[config.mk]
export PLATFORM = sky130hd
export DESIGN_NAME = rsc_top
export DESIGN_NICKNAME = d
export VERILOG_FILES = /design/src/rsc_pkg.sv /design/src/rsc_top.sv /design/src/rsc_brownout_qual.sv
export VERILOG_INCLUDE_DIRS = /design/src
export SDC_FILE = /design/constraint.sdc
export NUM_CORES = 1
export LEC_CHECK = 0
export ABC_AREA = 1
export BUFFER_PORTS_ARGS = -buffer_cell sky130_fd_sc_hd__clkbuf_2
export CAP_MARGIN = 20
export CORE_UTILIZATION = 45
export DETAILED_ROUTE_END_ITERATION = 10
export GPL_TIMING_DRIVEN = 1
export PLACE_DENSITY = 0.8
export SETUP_SLACK_MARGIN = 0.2
export SLEW_MARGIN = 20
export SYNTH_ARGS = -nofsm -noshare
export SYNTH_HDL_FRONTEND = slang
export SYNTH_SLANG_ARGS = --single-unit
export TNS_END_PERCENT = 1
[constraint.sdc]
create_clock -name hclk -period 1.87 [get_ports hclk]
set_clock_uncertainty 0.1 [all_clocks]
set_input_delay 0.374 -clock hclk [delete_from_list [all_inputs] [get_ports hclk]]
set_output_delay 0.374 -clock hclk [all_outputs]
set_load 0.02 [all_outputs]
[src/rsc_defs.svh]
// rsc_defs.svh: offsets, fields, reset values and timing of the reset source controller
// assumes a 10 MHz hclk and a 32-bit AHB-Lite register bus
`ifndef RSC_DEFS_SVH
`define RSC_DEFS_SVH

// register word indexes (byte address = 4 * index)
`define RSC_IDX_FLAGS 2'h0
`define RSC_IDX_WATCHDOG_CONTROL 2'h1
`define RSC_IDX_RESET_PIN_SELECTION 2'h2
`define RSC_IDX_STAT 2'h3

// reset cause flag positions
`define RSC_F_PINSEL 3
`define RSC_F_BROWN 2
`define RSC_F_WDCODE 0

// watchdog enable field and codes
`define RSC_WE_LSB 3
`define RSC_WE_ON_A 5'h0a
`define RSC_WE_ON_B 5'h15
`define RSC_WATCHDOG_CONTROL_RST 8'h53

// reset pin selection codes
`define RSC_RESET_PIN_SELECTION_IO 8'h55
`define RSC_RESET_PIN_SELECTION_PIN 8'haa
`define RSC_RESET_PIN_SELECTION_RST 8'h55

// timing
`define RSC_CLK_NS 100
`define RSC_BOR_MIN_NS 100000
`define RSC_SRESET_NS 50000
`define RSC_HOLD_CYC 4
`define RSC_CNT_W 12

`endif

[src/rsc_pkg.sv]
// rsc_pkg: types of the reset source controller
// assumes rsc_defs.svh for all numeric constants
package rsc_pkg;

  typedef enum logic [1:0] {
    RSC_FAST = 2'h0,
    RSC_SLOW = 2'h1,
    RSC_IDLE = 2'h2,
    RSC_SLEEP = 2'h3
  } rsc_mode_e;

  typedef enum logic [2:0] {
    ST_RUN = 3'h1,
    ST_WAIT = 3'h2,
    ST_HOLD = 3'h4
  } rsc_state_e;

  typedef enum logic [5:0] {
    K_POR = 6'h01,
    K_PIN = 6'h02,
    K_BOR = 6'h04,
    K_WDT = 6'h08,
    K_WARM = 6'h10,
    K_CODE = 6'h20
  } rsc_kind_e;

  typedef struct packed {
    logic core_rst;
    logic pc_clear;
    logic sp_top;
    logic sp_clear;
    logic irq_off;
    logic wdt_clear;
    logic timers_off;
    logic ports_in;
    logic periph_restore;
    logic acc_keep;
  } rsc_ctrl_s;

  typedef struct packed {
    logic timeout;
    logic powerdown;
  } rsc_stat_s;

endpackage : rsc_pkg

[src/rsc_top.sv]
// rsc_top: reset source controller with AHB-Lite register slave
// assumes one 10 MHz clock; hresetn is the power-on reset
//
// Operation
// [RL1] brown-out supervision always on in FAST and SLOW modes
// [RL2] qualified supply in window gives reset and sets the brown-out flag
// [RL3] low supply shorter than the minimum duration is ignored
// [RL4] brown-out reset asserts only after the reset delay time
// [RL5] brown-out supervision off in SLEEP and IDLE
// [RL6] flag bits seven to four and one read as zero
// [RL7] bad pin selection sets bit 3; cleared by software zero or power-on
// [RL8] brown-out flag cleared by writing zero; writing one does nothing
// [RL9] watchdog time-out in normal run resets and sets time-out flag
// [RL10] watchdog time-out in low power clears only program counter and stack
// [RL11] power-on clears time-out and power-down flags; brown-out keeps them
// [RL12] watchdog reset in FAST or SLOW sets time-out, keeps power-down
// [RL13] watchdog reset in IDLE or SLEEP sets both status flags
// [RL14] after reset all interrupt sources are disabled
// [RL15] after reset watchdog counter cleared and counting
// [RL16] after reset all timer modules off
// [RL17] after reset all port pins are inputs
// [RL18] after reset stack at top of stack, program counter zero
// [RL19] bad watchdog enable code sets bit 0; cleared only by software (power-on reset also clears it here)
// [RL20] all resets but the warm one restore control registers
// [RL21] brown-out and watchdog resets keep accumulator and table pointer
`timescale 1ns/1ps
`default_nettype none
`include "rsc_defs.svh"

module rsc_top (
  input wire logic hclk, // system clock
  input wire logic hresetn, // power-on reset, active low
  input wire logic hsel, // slave select
  input wire logic [31:0] haddr, // byte address
  input wire logic [1:0] htrans, // transfer type
  input wire logic hwrite, // write when high
  input wire logic [2:0] hsize, // word only
  input wire logic [31:0] hwdata, // write data
  input wire logic hready, // bus ready in
  output logic hreadyout, // always ready
  output logic hresp, // always okay
  output logic [31:0] hrdata, // read data
  input wire rsc_pkg::rsc_mode_e run_mode, // current power mode
  input wire logic supply_low, // comparator: supply in window
  input wire logic wdt_timeout, // watchdog overflow pulse
  input wire logic halt_enter, // core enters power down
  input wire logic status_clr, // core clear-watchdog instruction
  input wire logic reset_pin_n, // external reset pin
  output logic brownout_on, // supervision active
  output rsc_pkg::rsc_ctrl_s ctrl, // reset actions for core and peripherals
  output rsc_pkg::rsc_stat_s stat, // time-out and power-down flags
  output logic [7:0] watchdog_control, // watchdog control register
  output logic [7:0] reset_pin_selection // reset pin selection register
);
  import rsc_pkg::*;

  localparam int DLY_CYC = (`RSC_SRESET_NS + `RSC_CLK_NS - 1) / `RSC_CLK_NS;
  localparam int HOLD_CYC = `RSC_HOLD_CYC;

  ////////////////////////////////////////////////////////////////////////
  // bus slave

  logic wr_pend_q;
  logic [1:0] wr_idx_q;
  logic [31:0] hrdata_q;
  logic [31:0] rd_mux;
  logic [7:0] flags_q;
  logic [7:0] watchdog_control_q;
  logic [7:0] reset_pin_selection_q;
  logic to_q;
  logic pdf_q;
  rsc_state_e st_q;
  rsc_state_e st_d;
  rsc_kind_e kind_q;
  rsc_kind_e kind_d;
  logic [`RSC_CNT_W-1:0] cnt_q;
  logic [`RSC_CNT_W-1:0] cnt_d;
  rsc_ctrl_s ctrl_q;
  rsc_ctrl_s ctrl_d;

  wire addr_ok = hsel && htrans[1] && hready;
  wire map_hit = (haddr[31:4] == 28'h0);
  wire [1:0] a_idx = haddr[3:2];

  always_comb begin
    rd_mux = 32'h0;
    if (map_hit) begin
      unique case (a_idx)
        `RSC_IDX_FLAGS: rd_mux = {24'h0, flags_q};
        `RSC_IDX_WATCHDOG_CONTROL: rd_mux = {24'h0, watchdog_control_q};
        `RSC_IDX_RESET_PIN_SELECTION: rd_mux = {24'h0, reset_pin_selection_q};
        `RSC_IDX_STAT: rd_mux = {24'h0, run_mode, st_q, brownout_on, pdf_q, to_q};
      endcase
    end
  end

  always_ff @(posedge hclk or negedge hresetn) begin
    if (!hresetn) begin
      wr_pend_q <= 1'b0;
      wr_idx_q <= 2'h0;
      hrdata_q <= 32'h0;
    end else begin
      wr_pend_q <= addr_ok && hwrite && map_hit;
      wr_idx_q <= a_idx;
      hrdata_q <= (addr_ok && !hwrite) ? rd_mux : 32'h0;
    end
  end

  assign hreadyout = 1'b1;
  assign hresp = 1'b0;
  assign hrdata = hrdata_q;

  wire [7:0] wd = hwdata[7:0];
  wire wr_flags = wr_pend_q && (wr_idx_q == `RSC_IDX_FLAGS);
  wire wr_watchdog_control = wr_pend_q && (wr_idx_q == `RSC_IDX_WATCHDOG_CONTROL);
  wire wr_reset_pin_selection = wr_pend_q && (wr_idx_q == `RSC_IDX_RESET_PIN_SELECTION);
  wire [4:0] we_code = wd[`RSC_WE_LSB +: 5];
  wire watchdog_control_bad = wr_watchdog_control && (we_code != `RSC_WE_ON_A) && (we_code != `RSC_WE_ON_B);
  wire reset_pin_selection_bad = wr_reset_pin_selection && (wd != `RSC_RESET_PIN_SELECTION_IO) && (wd != `RSC_RESET_PIN_SELECTION_PIN);

  ////////////////////////////////////////////////////////////////////////
  // sources

  logic [2:0] pin_sync_q;
  logic pin_lvl_q;
  logic bo_qual;

  wire pin_lvl_d = (pin_sync_q[1] == pin_sync_q[2]) ? pin_sync_q[2] : pin_lvl_q;
  wire pin_req = (reset_pin_selection_q == `RSC_RESET_PIN_SELECTION_PIN) && !pin_lvl_q;
  wire low_pwr = (run_mode == RSC_IDLE) || (run_mode == RSC_SLEEP);

  assign brownout_on = !low_pwr; // see [RL1] [RL5]

  rsc_brownout_qual u_qual (
    .hclk(hclk),
    .hresetn(hresetn),
    .supply_low(supply_low),
    .enable(brownout_on),
    .qualified(bo_qual)
  );

  always_ff @(posedge hclk or negedge hresetn) begin
    if (!hresetn) begin
      pin_sync_q <= 3'h7;
      pin_lvl_q <= 1'b1;
    end else begin
      pin_sync_q <= {pin_sync_q[1:0], reset_pin_n};
      pin_lvl_q <= pin_lvl_d;
    end
  end

  ////////////////////////////////////////////////////////////////////////
  // reset sequencer

  wire wdt_run = wdt_timeout && (st_q == ST_RUN);

  always_comb begin
    st_d = st_q;
    kind_d = kind_q;
    cnt_d = cnt_q + `RSC_CNT_W'(1);
    unique case (st_q)
      ST_RUN: begin
        cnt_d = '0;
        if (wdt_timeout) begin
          st_d = ST_HOLD;
          kind_d = low_pwr ? K_WARM : K_WDT; // see [RL9] [RL10]
        end else if (pin_req) begin
          st_d = ST_HOLD;
          kind_d = K_PIN;
        end else if (bo_qual) begin
          st_d = ST_WAIT; // see [RL2]
          kind_d = K_BOR;
        end else if (watchdog_control_bad || reset_pin_selection_bad) begin
          st_d = ST_WAIT;
          kind_d = K_CODE;
        end
      end
      ST_WAIT: begin
        if (cnt_q == `RSC_CNT_W'(DLY_CYC - 1)) begin
          st_d = ST_HOLD; // see [RL4]
          cnt_d = '0;
        end
      end
      ST_HOLD: begin
        if (cnt_q == `RSC_CNT_W'(HOLD_CYC - 1)) begin
          st_d = ST_RUN;
          cnt_d = '0;
        end
      end
    endcase
  end

  wire hold_d = (st_d == ST_HOLD);
  wire full_d = hold_d && (kind_d != K_WARM);

  always_comb begin
    ctrl_d = '0;
    ctrl_d.core_rst = full_d;
    ctrl_d.pc_clear = hold_d; // see [RL10] [RL18]
    ctrl_d.sp_top = full_d; // see [RL18]
    ctrl_d.sp_clear = hold_d && (kind_d == K_WARM); // see [RL10]
    ctrl_d.irq_off = full_d; // see [RL14]
    ctrl_d.wdt_clear = full_d; // see [RL15]
    ctrl_d.timers_off = full_d; // see [RL16]
    ctrl_d.ports_in = full_d; // see [RL17]
    ctrl_d.periph_restore = full_d; // see [RL20]
    ctrl_d.acc_keep = hold_d && (kind_d != K_POR) && (kind_d != K_PIN); // see [RL21]
  end

  always_ff @(posedge hclk or negedge hresetn) begin
    if (!hresetn) begin
      st_q <= ST_HOLD;
      kind_q <= K_POR;
      cnt_q <= '0;
      ctrl_q <= '{default: 1'b1, acc_keep: 1'b0, sp_clear: 1'b0};
    end else begin
      st_q <= st_d;
      kind_q <= kind_d;
      cnt_q <= cnt_d;
      ctrl_q <= ctrl_d;
    end
  end

  assign ctrl = ctrl_q;

  ////////////////////////////////////////////////////////////////////////
  // flags and control registers

  wire enter_hold = (st_q != ST_HOLD) && hold_d;
  wire set_to = enter_hold && ((kind_d == K_WDT) || (kind_d == K_WARM));
  wire set_pdf = (enter_hold && (kind_d == K_WARM)) || halt_enter;
  wire set_pinsel = reset_pin_selection_bad;
  wire set_brown = bo_qual && (st_q == ST_RUN);
  wire set_wdcode = watchdog_control_bad;

  logic [7:0] flags_d;

  // hardware set wins over a software clear in the same cycle
  always_comb begin
    flags_d = 8'h0; // see [RL6]
    flags_d[`RSC_F_PINSEL] = set_pinsel ||
      (flags_q[`RSC_F_PINSEL] && !(wr_flags && !wd[`RSC_F_PINSEL])); // see [RL7]
    flags_d[`RSC_F_BROWN] = set_brown ||
      (flags_q[`RSC_F_BROWN] && !(wr_flags && !wd[`RSC_F_BROWN])); // see [RL2] [RL8]
    flags_d[`RSC_F_WDCODE] = set_wdcode ||
      (flags_q[`RSC_F_WDCODE] && !(wr_flags && !wd[`RSC_F_WDCODE])); // see [RL19]
  end

  wire restore = ctrl_q.periph_restore;

  always_ff @(posedge hclk or negedge hresetn) begin
    if (!hresetn) begin
      flags_q <= 8'h0;
      to_q <= 1'b0; // see [RL11]
      pdf_q <= 1'b0; // see [RL11]
      watchdog_control_q <= `RSC_WATCHDOG_CONTROL_RST;
      reset_pin_selection_q <= `RSC_RESET_PIN_SELECTION_RST;
    end else begin
      flags_q <= flags_d;
      to_q <= set_to || (to_q && !status_clr); // see [RL12] [RL13]
      pdf_q <= set_pdf || (pdf_q && !status_clr); // see [RL12] [RL13]
      watchdog_control_q <= restore ? `RSC_WATCHDOG_CONTROL_RST : (wr_watchdog_control ? wd : watchdog_control_q); // see [RL20]
      reset_pin_selection_q <= restore ? `RSC_RESET_PIN_SELECTION_RST : (wr_reset_pin_selection ? wd : reset_pin_selection_q); // see [RL20]
    end
  end

  assign stat = '{timeout: to_q, powerdown: pdf_q};
  assign watchdog_control = watchdog_control_q;
  assign reset_pin_selection = reset_pin_selection_q;
endmodule : rsc_top

`default_nettype wire

[src/rsc_brownout_qual.sv]
// rsc_brownout_qual: synchronises the supply comparator and qualifies long low episodes
// assumes the comparator output is asynchronous to hclk
`timescale 1ns/1ps
`default_nettype none
`include "rsc_defs.svh"

module rsc_brownout_qual (
  input wire logic hclk, // system clock
  input wire logic hresetn, // async reset, active low
  input wire logic supply_low, // comparator: supply in brown-out window
  input wire logic enable, // supervision active
  output logic qualified // one-cycle pulse per long episode
);
  import rsc_pkg::*;

  localparam int MIN_CYC = (`RSC_BOR_MIN_NS + `RSC_CLK_NS - 1) / `RSC_CLK_NS;

  logic [2:0] sync_q;
  logic low_q;
  logic [`RSC_CNT_W-1:0] cnt_q;
  logic [`RSC_CNT_W-1:0] cnt_d;
  logic low_d;

  // a change counts once the second and third stages agree
  assign low_d = (sync_q[1] == sync_q[2]) ? sync_q[2] : low_q;

  // count only while low and supervised; saturate one past the limit
  always_comb begin
    cnt_d = cnt_q;
    if (!low_q || !enable) begin
      cnt_d = '0;
    end else if (cnt_q <= `RSC_CNT_W'(MIN_CYC)) begin
      cnt_d = cnt_q + `RSC_CNT_W'(1);
    end
  end

  always_ff @(posedge hclk or negedge hresetn) begin
    if (!hresetn) begin
      sync_q <= 3'h0;
      low_q <= 1'b0;
      cnt_q <= '0;
    end else begin
      sync_q <= {sync_q[1:0], supply_low};
      low_q <= low_d;
      cnt_q <= cnt_d;
    end
  end

  // fires only once the episode outlasts the minimum duration
  assign qualified = (cnt_q == `RSC_CNT_W'(MIN_CYC)) && low_q && enable; // see [RL3]
endmodule : rsc_brownout_qual

`default_nettype wire

# Word-level counts from Yosys, hierarchy flattened
# Cells that the tools add are included.
# classes
add_sub_neg	2
multipliers	0
n_div	0
n_lt_le_gt_ge	1
eq_ne	27
shift	0
n_mux	25
bitwise_logic	0
n_reduce_logical	58
# ops
operator	count
$pmux W32 S4	1
$mux W32	2
$mux W12	4
$pmux W12 S3	1
$mux W8	4
$logic_and A1 B1 Y1	31
$mux W6	5
$logic_not A28 Y1	1
$add A12 B1 Y12 const B	2
$mux W3	6
$eq A12 B10 Y1 const B	1
$eq A12 B2 Y1 const B	1
$eq A12 B9 Y1 const B	1
$le A12 B10 Y1 const B	1
$logic_not A1 Y1	11
$eq A2 B2 Y1 const B	5
$logic_or A1 B1 Y1	10
$pmux W3 S3	1
$eq A8 B8 Y1 const B	1
$ne A8 B7 Y1 const B	1
$ne A8 B8 Y1 const B	1
$eq A3 B3 Y1 const B	2
$eq A6 B4 Y1 const B	1
$eq A6 B5 Y1 const B	1
13 further kinds	18
# word_totals
ff_bits	101
latchBits	0
ramBits	0
romBits	0
wordCells	133
mem_count	0

# Depth between registers and ports, before layout
# logic_depth
word_depth	15
ltp_mapped	15
depth_no_buf	15

# Modules after synthesis
# A second synthesis with hierarchy kept.
# hier_totals
cells_unflattened	544
area_unflattened_um2	4291.6
# modules_own_cells
module	n_inst	cells_per_inst	area_each_um2
rsc_top	1	412	3283.1
rsc_brownout_qual	1	132	1008.5

# Least setup slack after synthesis
# No wires, ideal clock.
# synth_path
path_type	reg-to-reg
start	reg u_qual.cnt_q[0]
end	reg ctrl_q (netlist bit ctrl[0])
setup_time_ns	0.121
arrival_ns	1.549
required_ns	1.649
path_slack_ns	0.101
path_stages_with_launch	14
synth_period_minus_slack_ns	1.769
path_cell_list	dfrtp_1 -> inv_1 -> ha_1 -> nand2_1 -> nor2_1 -> nand3_2 -> nand2_1 -> nand2_1 -> nand3_4 -> nand2_2 -> nand2_1 -> nand2_1 -> nor3_1 -> nor2_1
# synth_rtl
element	line_no	rtl
from (decl)	rsc_brownout_qual.sv:20	logic [`RSC_CNT_W-1:0] cnt_q;
from (signal assigned)	rsc_brownout_qual.sv:45	cnt_q <= cnt_d;
to (signal assigned)	rsc_top.sv:220	ctrl_q <= ctrl_d;
to (decl)	rsc_top.sv:78	rsc_ctrl_s ctrl_q;

# Worst setup path after layout
# layout_path
start	reg u_qual.cnt_q[0]
end	reg to_q
# layout_between
elab_chain_len	11
elab_cells_between_ends	18
classes_between	eq/ne: 4; mux: 8; reduce/logical: 6
# layout_lines
element	line_no	rtl
$eq A12 B10 Y1 *	rsc_brownout_qual.sv:50	assign qualified = (cnt_q == `RSC_CNT_W'(MIN_CYC)) && low_q && enable;
$logic_and A1 B1 Y1 * (2 in series)	rsc_brownout_qual.sv:50	
$mux W6 *	rsc_top.sv:170	end else if (bo_qual) begin
$mux W6 *	rsc_top.sv:167	end else if (pin_req) begin
$mux W6 *	rsc_top.sv:164	if (wdt_timeout) begin
$mux W6 *	rsc_top.sv:161	unique case (st_q)
named net kind_d[0]	rsc_top.sv:75	rsc_kind_e kind_d;
$eq A6 B4 Y1 or $eq A6 B5 Y1 (tied branches)	rsc_top.sv:230	wire set_to = enter_hold && ((kind_d == K_WDT) || (kind_d == K_WARM));
$logic_or A1 B1 Y1 *	rsc_top.sv:230	
$logic_and A1 B1 Y1 *	rsc_top.sv:230	
$logic_or A1 B1 Y1 *	rsc_top.sv:260	to_q <= set_to || (to_q && !status_clr);
to (signal assigned)	rsc_top.sv:260	
to (decl)	rsc_top.sv:70	logic to_q;
# Mark *: on every way through the listed nets, which the timed path passes. The rest lies on a longest branch.
# A chain may end at the register's enable or synchronous reset.

==> impl_metrics.env <==
export IMPL_ys_ff_latch=77
export IMPL_netlist_area_leader_share_pct=37.2
export IMPL_fp_dieH_um=97.5
export IMPL_crit_type="flop to flop"
export IMPL_hold_class="input pin to flop"
export IMPL_cp_start_kind="flop"
export IMPL_antenna_found_initial=0
export IMPL_relSlewSlack_pct=58.6
export IMPL_yosysWarnings=0
export IMPL_ys_seq_area_share_pct=47.5
export IMPL_crit_chain="inv_2 -> ha_4 -> nand2_4 -> nor2_4 -> nand4_1 -> nand2_1 -> inv_2 -> nand3_2 -> inv_2 -> nor2_2 -> nand2_1 -> nor2_1 -> nand2_1 -> nand3_2"
export IMPL_hold_viol=0
export IMPL_wirelength_um=10300
export IMPL_crit_arrival_ns=2.16
export IMPL_ys_types=39
export IMPL_finalCritPeriodShare_pct=106
export IMPL_period_minus_slack_ns=1.98
export IMPL_dr_pass1_iters=5
export IMPL_grt_overflow_total=0
export IMPL_hpwl_um=7590
export IMPL_cp_max_fo=3
export IMPL_finalSetupTns_ns=-0.285
export IMPL_grt_pass1_wl_um=16600
export IMPL_gp_congestion=0.889
export IMPL_nets=738
export IMPL_drtAntennaViolNets=0
export IMPL_setup_viol=5
export IMPL_cts_sinks=77
export IMPL_grt_pass1_vias=3640
export IMPL_rsz0062_at_grt="true"
export IMPL_htreeDepth=3
export IMPL_synth_most_common_cell="nand2_1"
export IMPL_path_buf_inv=3
export IMPL_r2r_slack_ns=-0.11
export IMPL_synth_area_leaders="dfrtp_1 (37%), dfstp_2 (10%), nand2_1 (9.4%)"
export IMPL_yosys_top_cells_count="nand2_1 (103), inv_1 (66), dfrtp_1 (61)"
export IMPL_syn_area_per_cell_um2=8.19
export IMPL_routed_via_count=3832
export IMPL_setup_ws_ns=-0.110
export IMPL_violations="negative setup slack"
export IMPL_worst_ep_required_time_ns=2.05
export IMPL_irDropWorstVdd_mv=0.551
export IMPL_syn_inst=501
export IMPL_clockBufferDepth=2
export IMPL_worstMarginPinSlew_ns=0.615
export IMPL_yosysTopAreaCell="dfrtp_1"
export IMPL_routedWlPerCell_um=13.4
export IMPL_drc=0
export IMPL_diodes=0
export IMPL_drt_iter0_drc=186
export IMPL_routed_via_density=5.00
export IMPL_grt_max_degree=32
export IMPL_grt_use_total_pct=21.9
export IMPL_die_w_um=97.5
export IMPL_cts_buffers=9
export IMPL_num_rows=34
export IMPL_max_cap_viol_count=0
export IMPL_clock_latency_ns=0.34
export IMPL_power_density_mw_per_mm2=1010
export IMPL_worst_path_dominant_cell_family="simple AND/OR/NAND/NOR gates"
export IMPL_synth_edf_count=0
export IMPL_endpoint_kind="flop"
export IMPL_preCtsSetupSlack_ns=-0.125
export IMPL_synthArstFlopShare_pct=100
export IMPL_outcome="finished with violations"
export IMPL_clock_fmax_ghz=0.505
export IMPL_start_util_pct=46.8
export IMPL_cts_root_buf="clkbuf_8"
export IMPL_power_leakage_nw=2.84
export IMPL_drive_above_1_share_pct=38.5
export IMPL_synth_area_mm2=0.00410
export IMPL_core_mm2=0.00876
export IMPL_numPortBuffers=87
export IMPL_syn2layout_area_growth_pct=32.6
export IMPL_clk_pin_slew_ns=0.08
export IMPL_synthFlopType="dfrtp_1"
export IMPL_cpPeakStageDelay_ns=0.40
export IMPL_finalMaxSlewViolations=0
export IMPL_crit_slowest_cell="dfrtp_1"
export IMPL_cts_tree="built"
export IMPL_ios=144
export IMPL_dieArea_mm2=0.00950
[flip-flops by register name, indices dropped and copies added (netlist names), 6 cells and up]
name	count
cnt_q	12
hrdata	8
kind_q	6
reset_pin_selection	8
u_qual.cnt_q	12
watchdog_control	8
[final timing paths]
| check | cells after the start | start | end |
|---|---|---|---|
| min in group asynchronous | 2 | hresetn | u_qual.sync_q[0]$_DFF_PN0_ |
| worst max-delay path | 14 | u_qual.cnt_q[0]$_DFFE_PN0P_ | to_q$_DFF_PN0_ |
| worst max register to register | 14 | u_qual.cnt_q[0]$_DFFE_PN0P_ | to_q$_DFF_PN0_ |
| worst min register to register | 0 | u_qual.sync_q[0]$_DFF_PN0_ | u_qual.sync_q[1]$_DFF_PN0_ |
| max in group asynchronous | 3 | hresetn | reset_pin_selection[0]$_DFFE_PN1P_ |
| worst min-delay path | 1 | supply_low | u_qual.sync_q[0]$_DFF_PN0_ |
[area by class of cell]
cell class,count,area [um2]
flip-flops and latches,77,1950
fillers,715,3330
clock buffers,12,155
clock inverters,4,95.1
well taps,108,135
multi-input cells,335,1830
inverters,75,282
repair buffers,156,991
[report_power, final]
group	internal (mW)	switching, mW
registers	1.93	0.176
logic	0.704	1.16
clock network	0.958	0.585
total	3.59	1.92
[through the flow]
step           instance area [um2]  hold slack [ns]  total power, mW  util [%]  instances
2_1_floorplan                 4190          -0.0216             3.31         -        525
3_3_place_gp                  4890            0.145             3.82      55.8        733
3_5_place_dp                  4890            0.152             3.86      55.8        733
4_1_cts                       5320           0.0186             5.50      60.8        766
5_1_grt                       5440           0.0215             5.85      62.1        767
6_report                      5440           0.0374             5.51      62.1        767
[kinds of logic after synthesis]
logic type               share of synthesized area (%)
AND/OR/NAND/NOR                                   27.1
buffers and inverters                             13.6
flip-flops                                        47.5
AO/OA/AOI/OAI                                     8.79
adder cells (fa/ha/maj)                           1.40
XOR/XNOR                                         0.641
multiplexers                                     0.824
other                                            0.183
[repair_timing]
item / 4_1_cts / 5_1_grt
buffers inserted: 15 / 1
hold buffers: 2 / 0
hold endpoints to repair: 11 / 0
cloned: 0 / 0
pin swaps: 16 / 9
resized for setup: 16 / 31
setup endpoints to repair: 27 / 43
[cell usage in the layout, fill, tap and decap left out, types with 3 or more instances in the layout]
cell type / netlist / routed
a21oi_1: 25 / 25
clkbuf_2: 0 / 84
nor2_1: 57 / 52
a311oi_1: 5 / 5
nor3_2: 0 / 3
nand4_1: 7 / 7
inv_1: 66 / 61
nor3_4: 3 / 4
dfstp_2: 16 / 16
nand2_2: 4 / 13
o21ai_0: 19 / 18
conb_1: 2 / 26
nand3_1: 24 / 21
nand2_1: 103 / 93
inv_2: 9 / 14
bufinv_16: 0 / 3
nor4_1: 4 / 4
nand3_2: 8 / 9
nor2_2: 5 / 6
dfrtp_1: 61 / 61
nand3_4: 1 / 3
buf_4: 35 / 64
buf_6: 0 / 4
nor3_1: 14 / 10
nor2_4: 0 / 4
xor2_1: 3 / 3
nand2_4: 2 / 3
mux2_2: 3 / 3
clkbuf_8: 0 / 11
[routing by layer]
layer	routed length [um]	GRT usage, %
met1	4150	26.0
met2	5280	39.0
met3	648	3.81
met4	207	8.60
met5	0	0
[worst register-to-register path, stage by stage (launching register included)]
cell     delay, ns
dfrtp_1       0.40
inv_2         0.08
ha_4          0.15
nand2_4       0.06
nor2_4        0.15
nand4_1       0.16
nand2_1       0.15
inv_2         0.07
nand3_2       0.09
inv_2         0.06
nor2_2        0.07
nand2_1       0.06
nor2_1        0.12
nand2_1       0.11
nand3_2       0.08
(Power assumes the default switching activity.)
